`src/rtl/mad_pkg.sv`:
```
// Package of address map constants for the memory address map decoder.
`default_nettype none
package mad_pkg;
  localparam int unsigned ADDR_W       = 17;
  localparam int unsigned DATA_W       = 16;
  localparam logic [16:0] SFB_BASE     = 17'h00000;
  localparam logic [16:0] SFB_END      = 17'h0000F;
  localparam logic [16:0] BPER_BASE    = 17'h00010;
  localparam logic [16:0] BPER_END     = 17'h000FF;
  localparam logic [16:0] WPER_BASE    = 17'h00100;
  localparam logic [16:0] WPER_END     = 17'h001FF;
  localparam logic [16:0] RAM_BASE     = 17'h00200;
  localparam logic [16:0] PROG_END     = 17'h1FFFF;
  localparam int unsigned VEC_WORDS    = 16;
  localparam logic [16:0] VEC_BASE     = 17'h1FFE0;
  localparam logic [7:0]  ZERO_BYTE    = 8'h00;
  localparam logic [15:0] OPEN_READ    = 16'h0000;
  // Region select codes, one-hot.
  typedef enum logic [5:0] {
    MAD_RG_NONE = 6'b000001,
    MAD_RG_SFB  = 6'b000010,
    MAD_RG_BPER = 6'b000100,
    MAD_RG_WPER = 6'b001000,
    MAD_RG_RAM  = 6'b010000,
    MAD_RG_PROG = 6'b100000
  } mad_region_e;
endpackage
`default_nettype wire

```
`src/rtl/mad_lane.sv`:
```
// Byte lane steering for little-endian byte and word writes.
`default_nettype none
module mad_lane (
  input  wire logic        byte_i,
  input  wire logic        a0_i,
  input  wire logic        byte_only_i,
  input  wire logic [15:0] wdata_i,
  output logic      [15:0] wdata_o,
  output logic      [1:0]  be_o
);
  import mad_pkg::*;
  // A byte write repeats the byte on both lanes and enables the addressed lane.
  always_comb begin
    if (byte_i) begin
      wdata_o = {wdata_i[7:0], wdata_i[7:0]};
      be_o    = a0_i ? 2'h2 : 2'h1;
    end else if (byte_only_i) begin
      wdata_o = {ZERO_BYTE, wdata_i[7:0]};
      be_o    = 2'h1;
    end else begin
      wdata_o = wdata_i;
      be_o    = 2'h3;
    end
  end
endmodule
`default_nettype wire

```
`src/rtl/mad_decoder.sv`:
```
// Memory address map decoder with width adaptation on the shared buses.
//
// Contract
// One 128 KB address space holds special bytes, peripherals, RAM, program.
// Program memory ends at 1FFFFh; start set by size; fetch and data use.
// Vector table is the top 16 program words, highest priority highest.
// RAM starts at 0200h, its end set by size; fetch and data allowed.
// 0100h to 01FFh decodes to word-wide peripherals.
// Byte reads of word peripherals use even addresses, upper byte reads zero.
// 010h to 0FFh decodes to byte-wide peripherals.
// Word reads of byte peripherals have undefined upper byte.
// Word writes to byte peripherals store only the lower byte.
// Lowest 16 bytes are special function bytes, byte access only.
// Requester fetches instructions from even addresses only.
// Word transfers use even addresses; bytes may use any.
// Words are little-endian, low byte at even address.
// Instruction fetch from 0000h to 01FFh triggers a device reset.
// Unmapped accesses have no side effect, read undefined, drop writes.
`default_nettype none
module mad_decoder #(
  parameter logic [16:0] PROG_BASE = 17'h1C000,
  parameter logic [16:0] RAM_END   = 17'h003FF
) (
  input  wire logic                  mclk_i,
  input  wire logic                  arst_n_i,
  input  wire logic                  req_i,
  input  wire logic                  we_i,
  input  wire logic                  byte_i,
  input  wire logic                  fetch_i,
  input  wire logic [mad_pkg::ADDR_W-1:0] shared_address_bus_i,
  input  wire logic [mad_pkg::DATA_W-1:0] shared_data_bus_wr_i,
  output logic      [mad_pkg::DATA_W-1:0] shared_data_bus_rd_o,
  output logic                       rvalid_o,
  output logic                       sfb_sel_o,
  output logic                       bper_sel_o,
  output logic                       wper_sel_o,
  output logic                       ram_sel_o,
  output logic                       prog_sel_o,
  output logic                       vec_hit_o,
  output logic      [3:0]            vec_index_o,
  output logic                       tgt_we_o,
  output logic      [1:0]            tgt_be_o,
  output logic      [mad_pkg::ADDR_W-1:0] tgt_addr_o,
  output logic      [mad_pkg::DATA_W-1:0] tgt_wdata_o,
  input  wire logic [mad_pkg::DATA_W-1:0] sfb_rdata_i,
  input  wire logic [mad_pkg::DATA_W-1:0] bper_rdata_i,
  input  wire logic [mad_pkg::DATA_W-1:0] wper_rdata_i,
  input  wire logic [mad_pkg::DATA_W-1:0] ram_rdata_i,
  input  wire logic [mad_pkg::DATA_W-1:0] prog_rdata_i,
  output logic                       fetch_reset_o
);
  import mad_pkg::*;

  // Registered state: pending read region, byte lane info and fetch reset.
  typedef struct packed {
    logic        rpend;
    mad_region_e rreg;
    logic        rbyte;
    logic        ra0;
    logic        frst;
    logic [15:0] rdata;
    logic        rvalid;
  } mad_state_s;

  mad_state_s  st_r;
  mad_state_s  st_nxt;
  mad_region_e region;
  logic [16:0] a;
  logic        byte_only;
  logic [15:0] lane_wdata;
  logic [1:0]  lane_be;
  logic [15:0] raw;
  logic [15:0] rd_sel;

  assign a = shared_address_bus_i;

  // Region decode over the single 17-bit space; gaps decode to none.
  always_comb begin
    region = MAD_RG_NONE;
    if (a <= SFB_END) begin
      region = MAD_RG_SFB;
    end else if (a >= BPER_BASE && a <= BPER_END) begin
      region = MAD_RG_BPER;
    end else if (a >= WPER_BASE && a <= WPER_END) begin
      region = MAD_RG_WPER;
    end else if (a >= RAM_BASE && a <= RAM_END) begin
      region = MAD_RG_RAM;
    end else if (a >= PROG_BASE && a <= PROG_END) begin
      region = MAD_RG_PROG;
    end
  end

  // A fetch from the register and peripheral range is not routed anywhere.
  logic fetch_low;
  logic go;
  assign fetch_low = req_i && fetch_i && (a <= WPER_END);
  assign go        = req_i && !fetch_low;

  // Strobes to each target; only one is high for a legal access.
  assign sfb_sel_o  = go && (region == MAD_RG_SFB);
  assign bper_sel_o = go && (region == MAD_RG_BPER);
  assign wper_sel_o = go && (region == MAD_RG_WPER);
  assign ram_sel_o  = go && (region == MAD_RG_RAM);
  assign prog_sel_o = go && (region == MAD_RG_PROG);
  assign tgt_we_o   = go && we_i && !fetch_i && (region != MAD_RG_NONE);
  assign tgt_addr_o = {a[16:1], 1'b0} | {16'h0000, (byte_i ? a[0] : 1'b0)};
  assign byte_only  = (region == MAD_RG_BPER) || (region == MAD_RG_SFB);

  // Vector table lookup: top sixteen program words, index 15 at 1FFFEh.
  assign vec_hit_o   = prog_sel_o && (a >= VEC_BASE);
  assign vec_index_o = a[4:1];

  // Write data steering on little-endian lanes.
  mad_lane u_lane (
    .byte_i      (byte_i),
    .a0_i        (a[0]),
    .byte_only_i (byte_only),
    .wdata_i     (shared_data_bus_wr_i),
    .wdata_o     (lane_wdata),
    .be_o        (lane_be)
  );
  assign tgt_wdata_o = lane_wdata;
  assign tgt_be_o    = lane_be;

  // Read data multiplexer for the region registered one cycle earlier.
  always_comb begin
    case (st_r.rreg)
      MAD_RG_SFB:  raw = sfb_rdata_i;
      MAD_RG_BPER: raw = bper_rdata_i;
      MAD_RG_WPER: raw = wper_rdata_i;
      MAD_RG_RAM:  raw = ram_rdata_i;
      MAD_RG_PROG: raw = prog_rdata_i;
      default:     raw = OPEN_READ;
    endcase
  end

  // Byte reads pick the addressed lane and zero the upper byte.
  always_comb begin
    rd_sel = raw;
    if (st_r.rbyte) begin
      rd_sel = {ZERO_BYTE, (st_r.ra0 ? raw[15:8] : raw[7:0])};
    end else if (st_r.rreg == MAD_RG_BPER || st_r.rreg == MAD_RG_SFB) begin
      rd_sel = {raw[15:8], raw[7:0]};
    end
  end

  // Next state: capture read context and the fetch reset request.
  always_comb begin
    st_nxt       = st_r;
    st_nxt.rpend = go && !we_i;
    st_nxt.frst  = fetch_low;
    st_nxt.rdata  = rd_sel;
    st_nxt.rvalid = st_r.rpend;
    if (go && !we_i) begin
      st_nxt.rreg  = region;
      st_nxt.rbyte = byte_i;
      st_nxt.ra0   = a[0];
    end
  end

  // State register.
  always_ff @(posedge mclk_i or negedge arst_n_i) begin
    if (!arst_n_i) begin
      st_r <= '{rpend: 1'b0, rreg: MAD_RG_NONE, rbyte: 1'b0, ra0: 1'b0, frst: 1'b0,
                rdata: OPEN_READ, rvalid: 1'b0};
    end else begin
      st_r <= st_nxt;
    end
  end

  // Outputs come straight from the state register, so read data never glitch.
  assign shared_data_bus_rd_o = st_r.rdata;
  assign rvalid_o             = st_r.rvalid;
  assign fetch_reset_o        = st_r.frst;

  // Checks next to the logic.
  // A low fetch raises the reset request on the next cycle.
  fetch_reset_a: assert property (@(posedge mclk_i) disable iff (!arst_n_i)
    (req_i && fetch_i && a <= WPER_END) |=> fetch_reset_o)
    else $error("low fetch did not raise reset");
  // A low fetch never strobes a register or peripheral target.
  fetch_block_a: assert property (@(posedge mclk_i) disable iff (!arst_n_i)
    (req_i && fetch_i && a <= WPER_END) |-> !(sfb_sel_o || bper_sel_o || wper_sel_o))
    else $error("low fetch reached a target");
  // Data accesses to the word peripheral range pick that target.
  word_per_sel_a: assert property (@(posedge mclk_i) disable iff (!arst_n_i)
    (req_i && !fetch_i && a >= WPER_BASE && a <= WPER_END) |-> wper_sel_o)
    else $error("word peripheral not selected");
  // Data accesses to the byte peripheral range pick that target.
  byte_per_sel_a: assert property (@(posedge mclk_i) disable iff (!arst_n_i)
    (req_i && !fetch_i && a >= BPER_BASE && a <= BPER_END) |-> bper_sel_o)
    else $error("byte peripheral not selected");
  // Data accesses to the lowest sixteen bytes pick the special bytes.
  sfb_sel_a: assert property (@(posedge mclk_i) disable iff (!arst_n_i)
    (req_i && !fetch_i && a <= SFB_END) |-> sfb_sel_o)
    else $error("special bytes not selected");
  // Fetches and data accesses in RAM pick the RAM.
  ram_sel_a: assert property (@(posedge mclk_i) disable iff (!arst_n_i)
    (req_i && a >= RAM_BASE && a <= RAM_END) |-> ram_sel_o)
    else $error("ram not selected");
  // Fetches and data accesses in program memory pick program memory.
  prog_sel_a: assert property (@(posedge mclk_i) disable iff (!arst_n_i)
    (req_i && a >= PROG_BASE) |-> prog_sel_o)
    else $error("program memory not selected");
  // Every byte read returns a zero upper byte two cycles later.
  byte_read_zero_a: assert property (@(posedge mclk_i) disable iff (!arst_n_i)
    (go && !we_i && byte_i) |=> ##1 (shared_data_bus_rd_o[15:8] == ZERO_BYTE && rvalid_o))
    else $error("byte read upper byte not zero");
  // A word write to a byte module enables the low lane only.
  byte_write_low_a: assert property (@(posedge mclk_i) disable iff (!arst_n_i)
    (bper_sel_o && we_i && !byte_i) |-> (tgt_be_o == 2'h1))
    else $error("word write to byte module wrote upper byte");
  // An odd byte write lands on the upper lane.
  odd_byte_lane_a: assert property (@(posedge mclk_i) disable iff (!arst_n_i)
    (tgt_we_o && byte_i && a[0]) |-> (tgt_be_o == 2'h2 && tgt_wdata_o[15:8] == shared_data_bus_wr_i[7:0]))
    else $error("odd byte not on upper lane");
  // Writes into holes in the map are dropped.
  unmapped_a: assert property (@(posedge mclk_i) disable iff (!arst_n_i)
    (req_i && region == MAD_RG_NONE) |-> !tgt_we_o)
    else $error("unmapped write not dropped");
  // The highest program word is the highest priority vector.
  vec_top_a: assert property (@(posedge mclk_i) disable iff (!arst_n_i)
    (req_i && !we_i && a == PROG_END - 17'h00001) |-> (vec_hit_o && vec_index_o == 4'hF))
    else $error("top vector index wrong");
  // At most one target is strobed in any cycle.
  sel_onehot_a: assert property (@(posedge mclk_i) disable iff (!arst_n_i)
    $onehot0({sfb_sel_o, bper_sel_o, wper_sel_o, ram_sel_o, prog_sel_o}))
    else $error("more than one target strobed");
  // Without a request every strobe stays low.
  idle_quiet_a: assert property (@(posedge mclk_i) disable iff (!arst_n_i)
    !req_i |-> !(sfb_sel_o || bper_sel_o || wper_sel_o || ram_sel_o || prog_sel_o || tgt_we_o))
    else $error("strobe without a request");
  // Accesses between RAM and program memory reach no target.
  gap_quiet_a: assert property (@(posedge mclk_i) disable iff (!arst_n_i)
    (req_i && a > RAM_END && a < PROG_BASE) |->
      !(sfb_sel_o || bper_sel_o || wper_sel_o || ram_sel_o || prog_sel_o || tgt_we_o))
    else $error("gap access reached a target");
  // Reads from the gap complete with the open read value.
  gap_read_zero_a: assert property (@(posedge mclk_i) disable iff (!arst_n_i)
    (req_i && !we_i && a > RAM_END && a < PROG_BASE) |=> ##1 (rvalid_o && shared_data_bus_rd_o == OPEN_READ))
    else $error("gap read value wrong");
  // Fetches above the peripheral range never request a reset.
  fetch_no_reset_a: assert property (@(posedge mclk_i) disable iff (!arst_n_i)
    (req_i && fetch_i && a > WPER_END) |=> !fetch_reset_o)
    else $error("legal fetch raised reset");
  // A fetch is a read and never writes a target.
  fetch_no_write_a: assert property (@(posedge mclk_i) disable iff (!arst_n_i)
    (req_i && fetch_i) |-> !tgt_we_o)
    else $error("fetch wrote a target");
  // A blocked fetch returns no read data.
  fetch_no_valid_a: assert property (@(posedge mclk_i) disable iff (!arst_n_i)
    (req_i && fetch_i && a <= WPER_END) |=> ##1 !rvalid_o)
    else $error("blocked fetch returned data");
  // Writes never produce a read valid pulse.
  write_no_valid_a: assert property (@(posedge mclk_i) disable iff (!arst_n_i)
    (req_i && we_i) |=> ##1 !rvalid_o)
    else $error("write returned read valid");
  // Program word reads pass the target word unchanged.
  prog_rd_data_a: assert property (@(posedge mclk_i) disable iff (!arst_n_i)
    (prog_sel_o && !we_i && !byte_i) |=> ##1 (rvalid_o && shared_data_bus_rd_o == $past(prog_rdata_i)))
    else $error("program read data wrong");
  // RAM word reads pass the target word unchanged.
  ram_rd_data_a: assert property (@(posedge mclk_i) disable iff (!arst_n_i)
    (ram_sel_o && !we_i && !byte_i) |=> ##1 (rvalid_o && shared_data_bus_rd_o == $past(ram_rdata_i)))
    else $error("ram read data wrong");
  // Word peripheral word reads pass the target word unchanged.
  wper_rd_data_a: assert property (@(posedge mclk_i) disable iff (!arst_n_i)
    (wper_sel_o && !we_i && !byte_i) |=> ##1 (rvalid_o && shared_data_bus_rd_o == $past(wper_rdata_i)))
    else $error("word peripheral read data wrong");
  // Word reads of byte modules keep the register in the low byte.
  bper_rd_low_a: assert property (@(posedge mclk_i) disable iff (!arst_n_i)
    (bper_sel_o && !we_i && !byte_i) |=> ##1 (shared_data_bus_rd_o[7:0] == $past(bper_rdata_i[7:0])))
    else $error("byte module low byte wrong");
  // An odd byte read takes the upper lane of the stored word.
  odd_byte_read_a: assert property (@(posedge mclk_i) disable iff (!arst_n_i)
    (ram_sel_o && !we_i && byte_i && a[0]) |=> ##1 (shared_data_bus_rd_o[7:0] == $past(ram_rdata_i[15:8])))
    else $error("odd byte read lane wrong");
  // Word writes to RAM enable both lanes with data in place.
  ram_word_lanes_a: assert property (@(posedge mclk_i) disable iff (!arst_n_i)
    (ram_sel_o && we_i && !byte_i) |-> (tgt_be_o == 2'h3 && tgt_wdata_o == shared_data_bus_wr_i))
    else $error("word write lanes wrong");
  // An even byte write lands on the lower lane.
  even_byte_lane_a: assert property (@(posedge mclk_i) disable iff (!arst_n_i)
    (tgt_we_o && byte_i && !a[0]) |-> (tgt_be_o == 2'h1 && tgt_wdata_o[7:0] == shared_data_bus_wr_i[7:0]))
    else $error("even byte not on lower lane");
  // Word accesses reach the target on an even address.
  word_addr_even_a: assert property (@(posedge mclk_i) disable iff (!arst_n_i)
    (go && !byte_i) |-> !tgt_addr_o[0])
    else $error("word target address odd");
  // Byte accesses reach the target at the requested address.
  byte_addr_pass_a: assert property (@(posedge mclk_i) disable iff (!arst_n_i)
    (go && byte_i) |-> (tgt_addr_o == a))
    else $error("byte target address wrong");
  // Program words below the vector table are no vector hits.
  vec_range_a: assert property (@(posedge mclk_i) disable iff (!arst_n_i)
    (prog_sel_o && a < VEC_BASE) |-> !vec_hit_o)
    else $error("vector hit below table");
  // The reset request only follows a low fetch.
  fetch_reset_pulse_a: assert property (@(posedge mclk_i) disable iff (!arst_n_i)
    !(req_i && fetch_i && a <= WPER_END) |=> !fetch_reset_o)
    else $error("reset request without low fetch");
  // The lowest vector word has index zero.
  vec_low_index_a: assert property (@(posedge mclk_i) disable iff (!arst_n_i)
    (prog_sel_o && a == VEC_BASE) |-> (vec_hit_o && vec_index_o == 4'h0))
    else $error("lowest vector index wrong");
endmodule
`default_nettype wire

```
`config.mk`:
```
export PLATFORM = sky130hd
export DESIGN_NAME = mad_decoder
export DESIGN_NICKNAME = d
export VERILOG_FILES = /design/src/rtl/mad_pkg.sv /design/src/rtl/mad_lane.sv /design/src/rtl/mad_decoder.sv
export SDC_FILE = /design/constraint.sdc
export NUM_CORES = 1
export LEC_CHECK = 0
export BUFFER_PORTS_ARGS = -buffer_cell sky130_fd_sc_hd__buf_2
export CAP_MARGIN = 10
export CORE_UTILIZATION = 40
export DETAILED_ROUTE_END_ITERATION = 7
export PLACE_DENSITY_LB_ADDON = 0.08
export SYNTH_ARGS = -nofsm -noshare
export SYNTH_HDL_FRONTEND = slang
export SYNTH_SLANG_ARGS = --single-unit
export TNS_END_PERCENT = 50
```
`constraint.sdc`:
```
create_clock -name mclk_i -period 2 [get_ports mclk_i]
set_input_delay 0.3 -clock mclk_i [delete_from_list [all_inputs] [get_ports mclk_i]]
set_output_delay 0.3 -clock mclk_i [all_outputs]
set_load 0.01 [all_outputs]
```
=== Word level (Yosys, flattened, before mapping) ===
Cells that the tools add are included.

* Reduce and logical (&&, ||, !) cells: 21
* Bitwise gates (word level): 1
* Mux-type cells: 14
* Equal/unequal tests: 11
* Magnitude comparators: 10

{| class="wikitable"
|+ Operators by type and width
! kind !! number
|-
| 16-bit case mux with 5 select lines || 1
|-
| 16-bit 2-to-1 mux || 3
|-
| 17-bit >= comparator, second input constant || 2
|-
| 6-bit 2-to-1 mux || 5
|-
| 17-bit by 10-bit >= comparator with 1-bit output, second input constant || 1
|-
| 17-bit by 5-bit >= comparator with 1-bit output, second input constant || 1
|-
| 17-bit by 9-bit >= comparator with 1-bit output, second input constant || 1
|-
| 17-bit by 10-bit <= comparator with 1-bit output, second input constant || 1
|-
| 17-bit <= comparator, second input constant || 1
|-
| 17-bit by 4-bit <= comparator with 1-bit output, second input constant || 1
|-
| 17-bit by 8-bit <= comparator with 1-bit output, second input constant || 1
|-
| 17-bit by 9-bit <= comparator with 1-bit output, second input constant || 1
|-
| 1-bit logical AND || 17
|-
| 17-bit by 1-bit OR with 17-bit output || 1
|-
| 6-bit by 2-bit == test with 1-bit output, second input constant || 2
|-
| 6-bit by 3-bit == test with 1-bit output, second input constant || 2
|-
| 6-bit by 4-bit == test with 1-bit output, second input constant || 2
|-
| 6-bit by 5-bit == test with 1-bit output, second input constant || 2
|-
| 6-bit == test, second input constant || 2
|-
| 8-bit 2-to-1 mux || 1
|-
| 2-bit 2-to-1 mux || 3
|-
| 6-bit by 1-bit inequality test with 1-bit output, second input constant || 1
|-
| 1-bit zero test || 3
|-
| 1-bit logical OR || 1
|-
| 1-bit 2-to-1 mux || 1
|}

* Bits in registers: 27
* Logic and storage cells: 64
* Output and inout bits: 64

=== Logic depth before layout (Yosys ltp) ===
* Word-level depth: 11
* Depth in mapped cells: 6
* Mapped depth without buffers: 4

=== Hierarchy ===
A second synthesis with hierarchy kept.

* Cell total of the unflattened synthesis: 264
* Area total of the unflattened synthesis: 2299.7 µm²

{| class="wikitable"
|+ By module, submodules not included
! module !! area an instance (µm²) !! cells an instance !! instances
|-
| mad_decoder || 2128.3 || 240 || 1
|-
| mad_lane || 171.4 || 24 || 1
|}

=== Least setup slack after synthesis ===
No wires, ideal clock.

* Path kind: input-to-output
* From: input shared_address_bus_i[13] (netlist name)
* To: output wper_sel_o
* Path slack: -0.122 ns
* Arrival: 1.822 ns
* Stages: 4
* Cell sequence: or4_4 nor4_4 nand2_1 nor4b_1

* Cells in the longest elaborated chain, start to end: 9
* Elaborated cells between the ends (all ways): 23

{| class="wikitable"
|+ RTL lines
! element !! line !! source
|-
| start: declaration || mad_decoder.sv:30 || <nowiki>input wire logic [mad_pkg::ADDR_W-1:0] shared_address_bus_i,</nowiki>
|-
| 17-bit >= comparator / 17-bit <= comparator (equally long branches) || mad_decoder.sv:88 || <nowiki>end else if (a >= PROG_BASE && a <= PROG_END) begin</nowiki>
|-
| 1-bit logical AND || mad_decoder.sv:88 ||
|-
| 6-bit 2-to-1 mux || mad_decoder.sv:88 ||
|-
| 6-bit 2-to-1 mux || mad_decoder.sv:86 || <nowiki>end else if (a >= RAM_BASE && a <= RAM_END) begin</nowiki>
|-
| 6-bit 2-to-1 mux || mad_decoder.sv:84 || <nowiki>end else if (a >= WPER_BASE && a <= WPER_END) begin</nowiki>
|-
| 6-bit 2-to-1 mux || mad_decoder.sv:82 || <nowiki>end else if (a >= BPER_BASE && a <= BPER_END) begin</nowiki>
|-
| 6-bit 2-to-1 mux || mad_decoder.sv:80 || <nowiki>if (a <= SFB_END) begin</nowiki>
|-
| 6-bit by 4-bit == test with 1-bit output || mad_decoder.sv:102 || <nowiki>assign wper_sel_o = go && (region == MAD_RG_WPER);</nowiki>
|-
| 1-bit logical AND * || mad_decoder.sv:102 ||
|-
| end: declaration || mad_decoder.sv:36 || <nowiki>output logic wper_sel_o,</nowiki>
|}

Every way passes the cells marked *; elsewhere a longest branch is shown, timed or not.

=== Worst setup path after layout ===
* From: input shared_address_bus_i[13] (netlist name)
* To: output tgt_wdata_o[13] (netlist name)

* Cells in the longest elaborated chain, start to end: 11
* Elaborated cells between the ends (all ways): 23

{| class="wikitable"
|+ RTL lines
! element !! line !! source
|-
| 17-bit >= comparator / 17-bit <= comparator (equally long branches) || mad_decoder.sv:88 ||
|-
| 1-bit logical AND || mad_decoder.sv:88 ||
|-
| 6-bit 2-to-1 mux || mad_decoder.sv:88 ||
|-
| 6-bit 2-to-1 mux || mad_decoder.sv:86 ||
|-
| 6-bit 2-to-1 mux || mad_decoder.sv:84 ||
|-
| 6-bit 2-to-1 mux || mad_decoder.sv:82 ||
|-
| 6-bit 2-to-1 mux * || mad_decoder.sv:80 ||
|-
| 6-bit by 3-bit == test with 1-bit output / 6-bit by 2-bit == test with 1-bit output (equally long branches) || mad_decoder.sv:107 || <nowiki>assign byte_only = (region == MAD_RG_BPER) || (region == MAD_RG_SFB);</nowiki>
|-
| 1-bit logical OR * || mad_decoder.sv:107 ||
|-
| 16-bit 2-to-1 mux * || mad_lane.sv:17 || <nowiki>end else if (byte_only_i) begin</nowiki>
|-
| 16-bit 2-to-1 mux * || mad_lane.sv:14 || <nowiki>if (byte_i) begin</nowiki>
|-
| end: declaration || mad_decoder.sv:44 || <nowiki>output logic [mad_pkg::DATA_W-1:0] tgt_wdata_o,</nowiki>
|}

Marked as above.

==> run metrics <==
outcome finished with violations; failing checks setup timing; Worst-Skew Late Latency 0.28 ns; FILL cells 550; antenna violations before repair 0; Antenna Nets Post-Route 0; Worst-Margin Slew 0.660 ns; PD cells 468 nW/um^2; Synth cell types 40; Core ar. 5470 sq um; skew final 0.00438 ns; RSZ-0062 raised after global routing yes; Die H 77.3 um; hold crit path type primary input to async pin; CP Launch Point shared_address_bus_i[13]; post-synthesis net count 368; largest net degree at the start of global routing 28; Final Cycle Share 101%; wire per inst 14.5 um; Overall Power 1.41 mW; first-pass GRT wire length 10.6 mm; clock root buffer master clkbuf_8; Placed Cells 450; slew margin rel. 55.9%; Via density 5.24; Avg Inst Size Synth 9.12 sq um; drt total wl 6.64 mm; register area share after synthesis 29.8%; P_int 968 uW; placed cell area 2920 sq um; CP arrival 1.72 ns; share of power burned in the clock network 23.7%; CTS tree built; gpl congestion 0.815; DR vias 2,401; number of global-route vias before repair 2,317; f_max 0.496 GHz; Ant. Diodes 0; LEAKAGE 1.50 nW; critical path startpoint category primary input; count of non-filler cells in the finished layout 458; clock sinks 27; final instance area 3020 sq um; clk slew on worst S/H paths 0.11 ns; GRT Total Usage 22.0%; Peak VDD IR 0.000368 V; Mapped Area 2270 sq um; Die W 77.3 um; Worst Setup Path Type primary input to primary output; fin. max-slew vios 0; Initial DRT Pass Iterations 4; post-synthesis cell count 249; clk buf depth 2; Final Hold Vio Count 0; worst r2r src st_r[22]; GRT overflow 0; Total Nets Final 506; sw frac 31.5%; fraction of layout cells with a size suffix above 1 55.4%; row cnt 27; # IOs 183; DR iter-0 viols 74; crit end category primary output; Final WS setup -0.0180 ns; Initial Utilization 41.5%; Max-Cap Viols 0; Sequential Power Share 43.0%; Final setup violation count 6; Num CTS Buffers 3; min cycle time layout 2.02 ns; #FFs+latches synth 27; Die ar. 5980 sq um; Logic pwr share 33.3%; HPWL Detailed 5.41 mm; CP required 1.70 ns; Ys Warns 0; H-tree depth 1; Port Buffers 173; area grow syn2layout 33.0%; worst-path fanout max 9; NetSw 445 uW; DRC 0
==> kinds of logic after synthesis <==
group,after synthesis,share of synthesized area (%)
DFF,27,29.8
AOI/OAI and AO/OA,81,25.9
buffers and inverters,70,21.4
muxes,3,1.49
and+or+nand+nor,68,21.4
==> sequential cells by signal, indices dropped and copies added (netlist names) <==
register	count
st_r	8
st_nxt	1
rvalid_o	1
shared_data_bus_rd_o	16
fetch_reset_o	1
==> layout make-up <==
type	count	area [sq um]	area share, %
inverters	7	26.3	0.871
flip-flops and latches	27	677	22.4
repair buffers	196	1050	34.8
well taps	72	90.1	2.99
clock inverters	1	7.51	0.249
multi-input cells	152	1120	37.3
clock buffers	3	41.3	1.37
==> critical path, cell delays in order <==
cell,delay (ns)
buf_6,0.09
or4_4,0.54
nor4_4,0.19
buf_4,0.18
a21oi_4,0.08
a22o_1,0.20
buf_2,0.13
==> synth_stat cells <==
| cell | n | share of area, % |
|---|---|---|
| nor2b_1 | 2 | 0.55 |
| dfstp_2 | 1 | 1.2 |
| nand2b_1 | 3 | 0.83 |
| dfrtp_1 | 26 | 29 |
| nor4_1 | 2 | 0.55 |
| a2111oi_0 | 8 | 3.1 |
| or4_1 | 3 | 0.99 |
| a22oi_1 | 16 | 5.3 |
| nor4b_1 | 1 | 0.39 |
| a31oi_4 | 1 | 0.94 |
| nor3b_4 | 2 | 1.7 |
| a31oi_1 | 8 | 2.2 |
| mux2_2 | 3 | 1.5 |
| a21oi_1 | 24 | 5.3 |
| nor2_1 | 6 | 0.99 |
| buf_4 | 45 | 15 |
| and2_1 | 1 | 0.28 |
| or4_4 | 1 | 0.50 |
| o22ai_1 | 2 | 0.55 |
| o2bb2ai_1 | 2 | 0.77 |
| a21o_2 | 1 | 0.39 |
| nor3_2 | 1 | 0.44 |
| nor4_4 | 1 | 0.94 |
| a22o_1 | 9 | 3.5 |
| buf_1 | 3 | 0.50 |
| clkbuf_1 | 9 | 1.5 |
| a2bb2oi_1 | 8 | 3.1 |
| buf_6 | 3 | 1.5 |
| nand2_1 | 7 | 1.2 |
| nand4_1 | 1 | 0.28 |
| and3_1 | 1 | 0.28 |
| a21oi_2 | 1 | 0.39 |
| nand3_1 | 1 | 0.22 |
| nor3_1 | 2 | 0.44 |
| buf_2 | 2 | 0.44 |
| inv_1 | 7 | 1.2 |
| a32o_1 | 1 | 0.44 |
| bufbuf_16 | 1 | 1.4 |
| nor3b_1 | 1 | 0.33 |
| nand3b_1 | 32 | 11 |
==> metrics by stage <==
| stage | setup slack, ns | utilization (%) | hold slack (ns) | setup TNS, ns |
|---|---|---|---|---|
| 6_report | -0.0180 | 55.1 | 0.0147 | -0.0262 |
| 5_1_grt | -0.0652 | 55.1 | 0.0621 | -0.404 |
| 4_1_cts | 0.000758 | 54.9 | 0.0381 | 0 |
| 3_5_place_dp | -0.0493 | 53.3 | 0.343 | -0.243 |
| 3_3_place_gp | -0.0531 | 53.3 | 0.336 | -0.192 |
| 2_1_floorplan | 0.00151 | - | 0.00441 | 0 |
==> routing by layer <==
metal	part of all wire, %	wire length, um	up-vias	GRT usage (%)
li1	-	-	1162	-
met5	0	0	-	0
met3	7.7	509	6	3.45
met4	1.1	76	0	4.72
met1	39	2620	1115	24.9
met2	52	3430	118	42.6
==> timing repair <==
action / 4_1_cts / 5_1_grt
setup buffers: 3 / 1
setup endpoints to repair: 13 / 25
gates resized for setup: 3 / 1
pin swaps: 0 / 3
hold buffers: 0 / 0
==> path summary, 6_finish.rpt <==
kind	cells after the start	slack (ns)	endpoint
setup / recovery	7	-0.02	tgt_wdata_o[13]
hold / removal	1	0.01	shared_data_bus_rd_o[0]
setup reg to reg	5	0.19	shared_data_bus_rd_o[5]
hold reg to reg	0	0.36	rvalid_o
max in group asynchronous	1	1.59	st_r[23]
min in group mclk_i	2	0.26	st_r[18]
==> layout by cell type (no fill, tap or decap) <==
| master | synthesis | layout |
|---|---|---|
| a21oi_4 | 0 | 1 |
| and3_1 | 1 | 1 |
| a22o_1 | 9 | 9 |
| clkbuf_8 | 0 | 3 |
| nor3b_4 | 2 | 2 |
| mux2_2 | 3 | 3 |
| inv_1 | 7 | 7 |
| buf_6 | 3 | 2 |
| nor3_2 | 1 | 1 |
| nor4_4 | 1 | 1 |
| a2111oi_0 | 8 | 8 |
| a32o_1 | 1 | 1 |
| nor3_1 | 2 | 2 |
| clkinvlp_4 | 0 | 1 |
| nand2_1 | 7 | 7 |
| dfrtp_1 | 26 | 26 |
| nand3b_1 | 32 | 32 |
| nand4_1 | 1 | 1 |
| or4_1 | 3 | 2 |
| o22ai_1 | 2 | 2 |
| buf_4 | 45 | 23 |
| a21o_2 | 1 | 1 |
| nor3b_1 | 1 | 1 |
| nor2b_1 | 2 | 2 |
| o2bb2ai_1 | 2 | 2 |
| a22oi_1 | 16 | 16 |
| dfstp_2 | 1 | 1 |
| nor2_1 | 6 | 6 |
| nor4_1 | 2 | 2 |
| a31oi_4 | 1 | 1 |
| a31oi_1 | 8 | 8 |
| nand2b_1 | 3 | 3 |
| and2_1 | 1 | 1 |
| a21oi_1 | 24 | 24 |
| or4_4 | 1 | 2 |
| nor4b_2 | 0 | 1 |
| a2bb2oi_1 | 8 | 8 |
| nand3_1 | 1 | 1 |
| buf_2 | 2 | 171 |
==> power groups by stage <==
stage,clock [mW],combinational (mW),sequential (mW)
after floorplan,0,0.315,0.614
after global placement,0,0.467,0.617
after detailed placement,0,0.469,0.618
after CTS,0.344,0.475,0.607
after global routing,0.362,0.515,0.612
final,0.335,0.471,0.607
(Power assumes the default switching activity.)
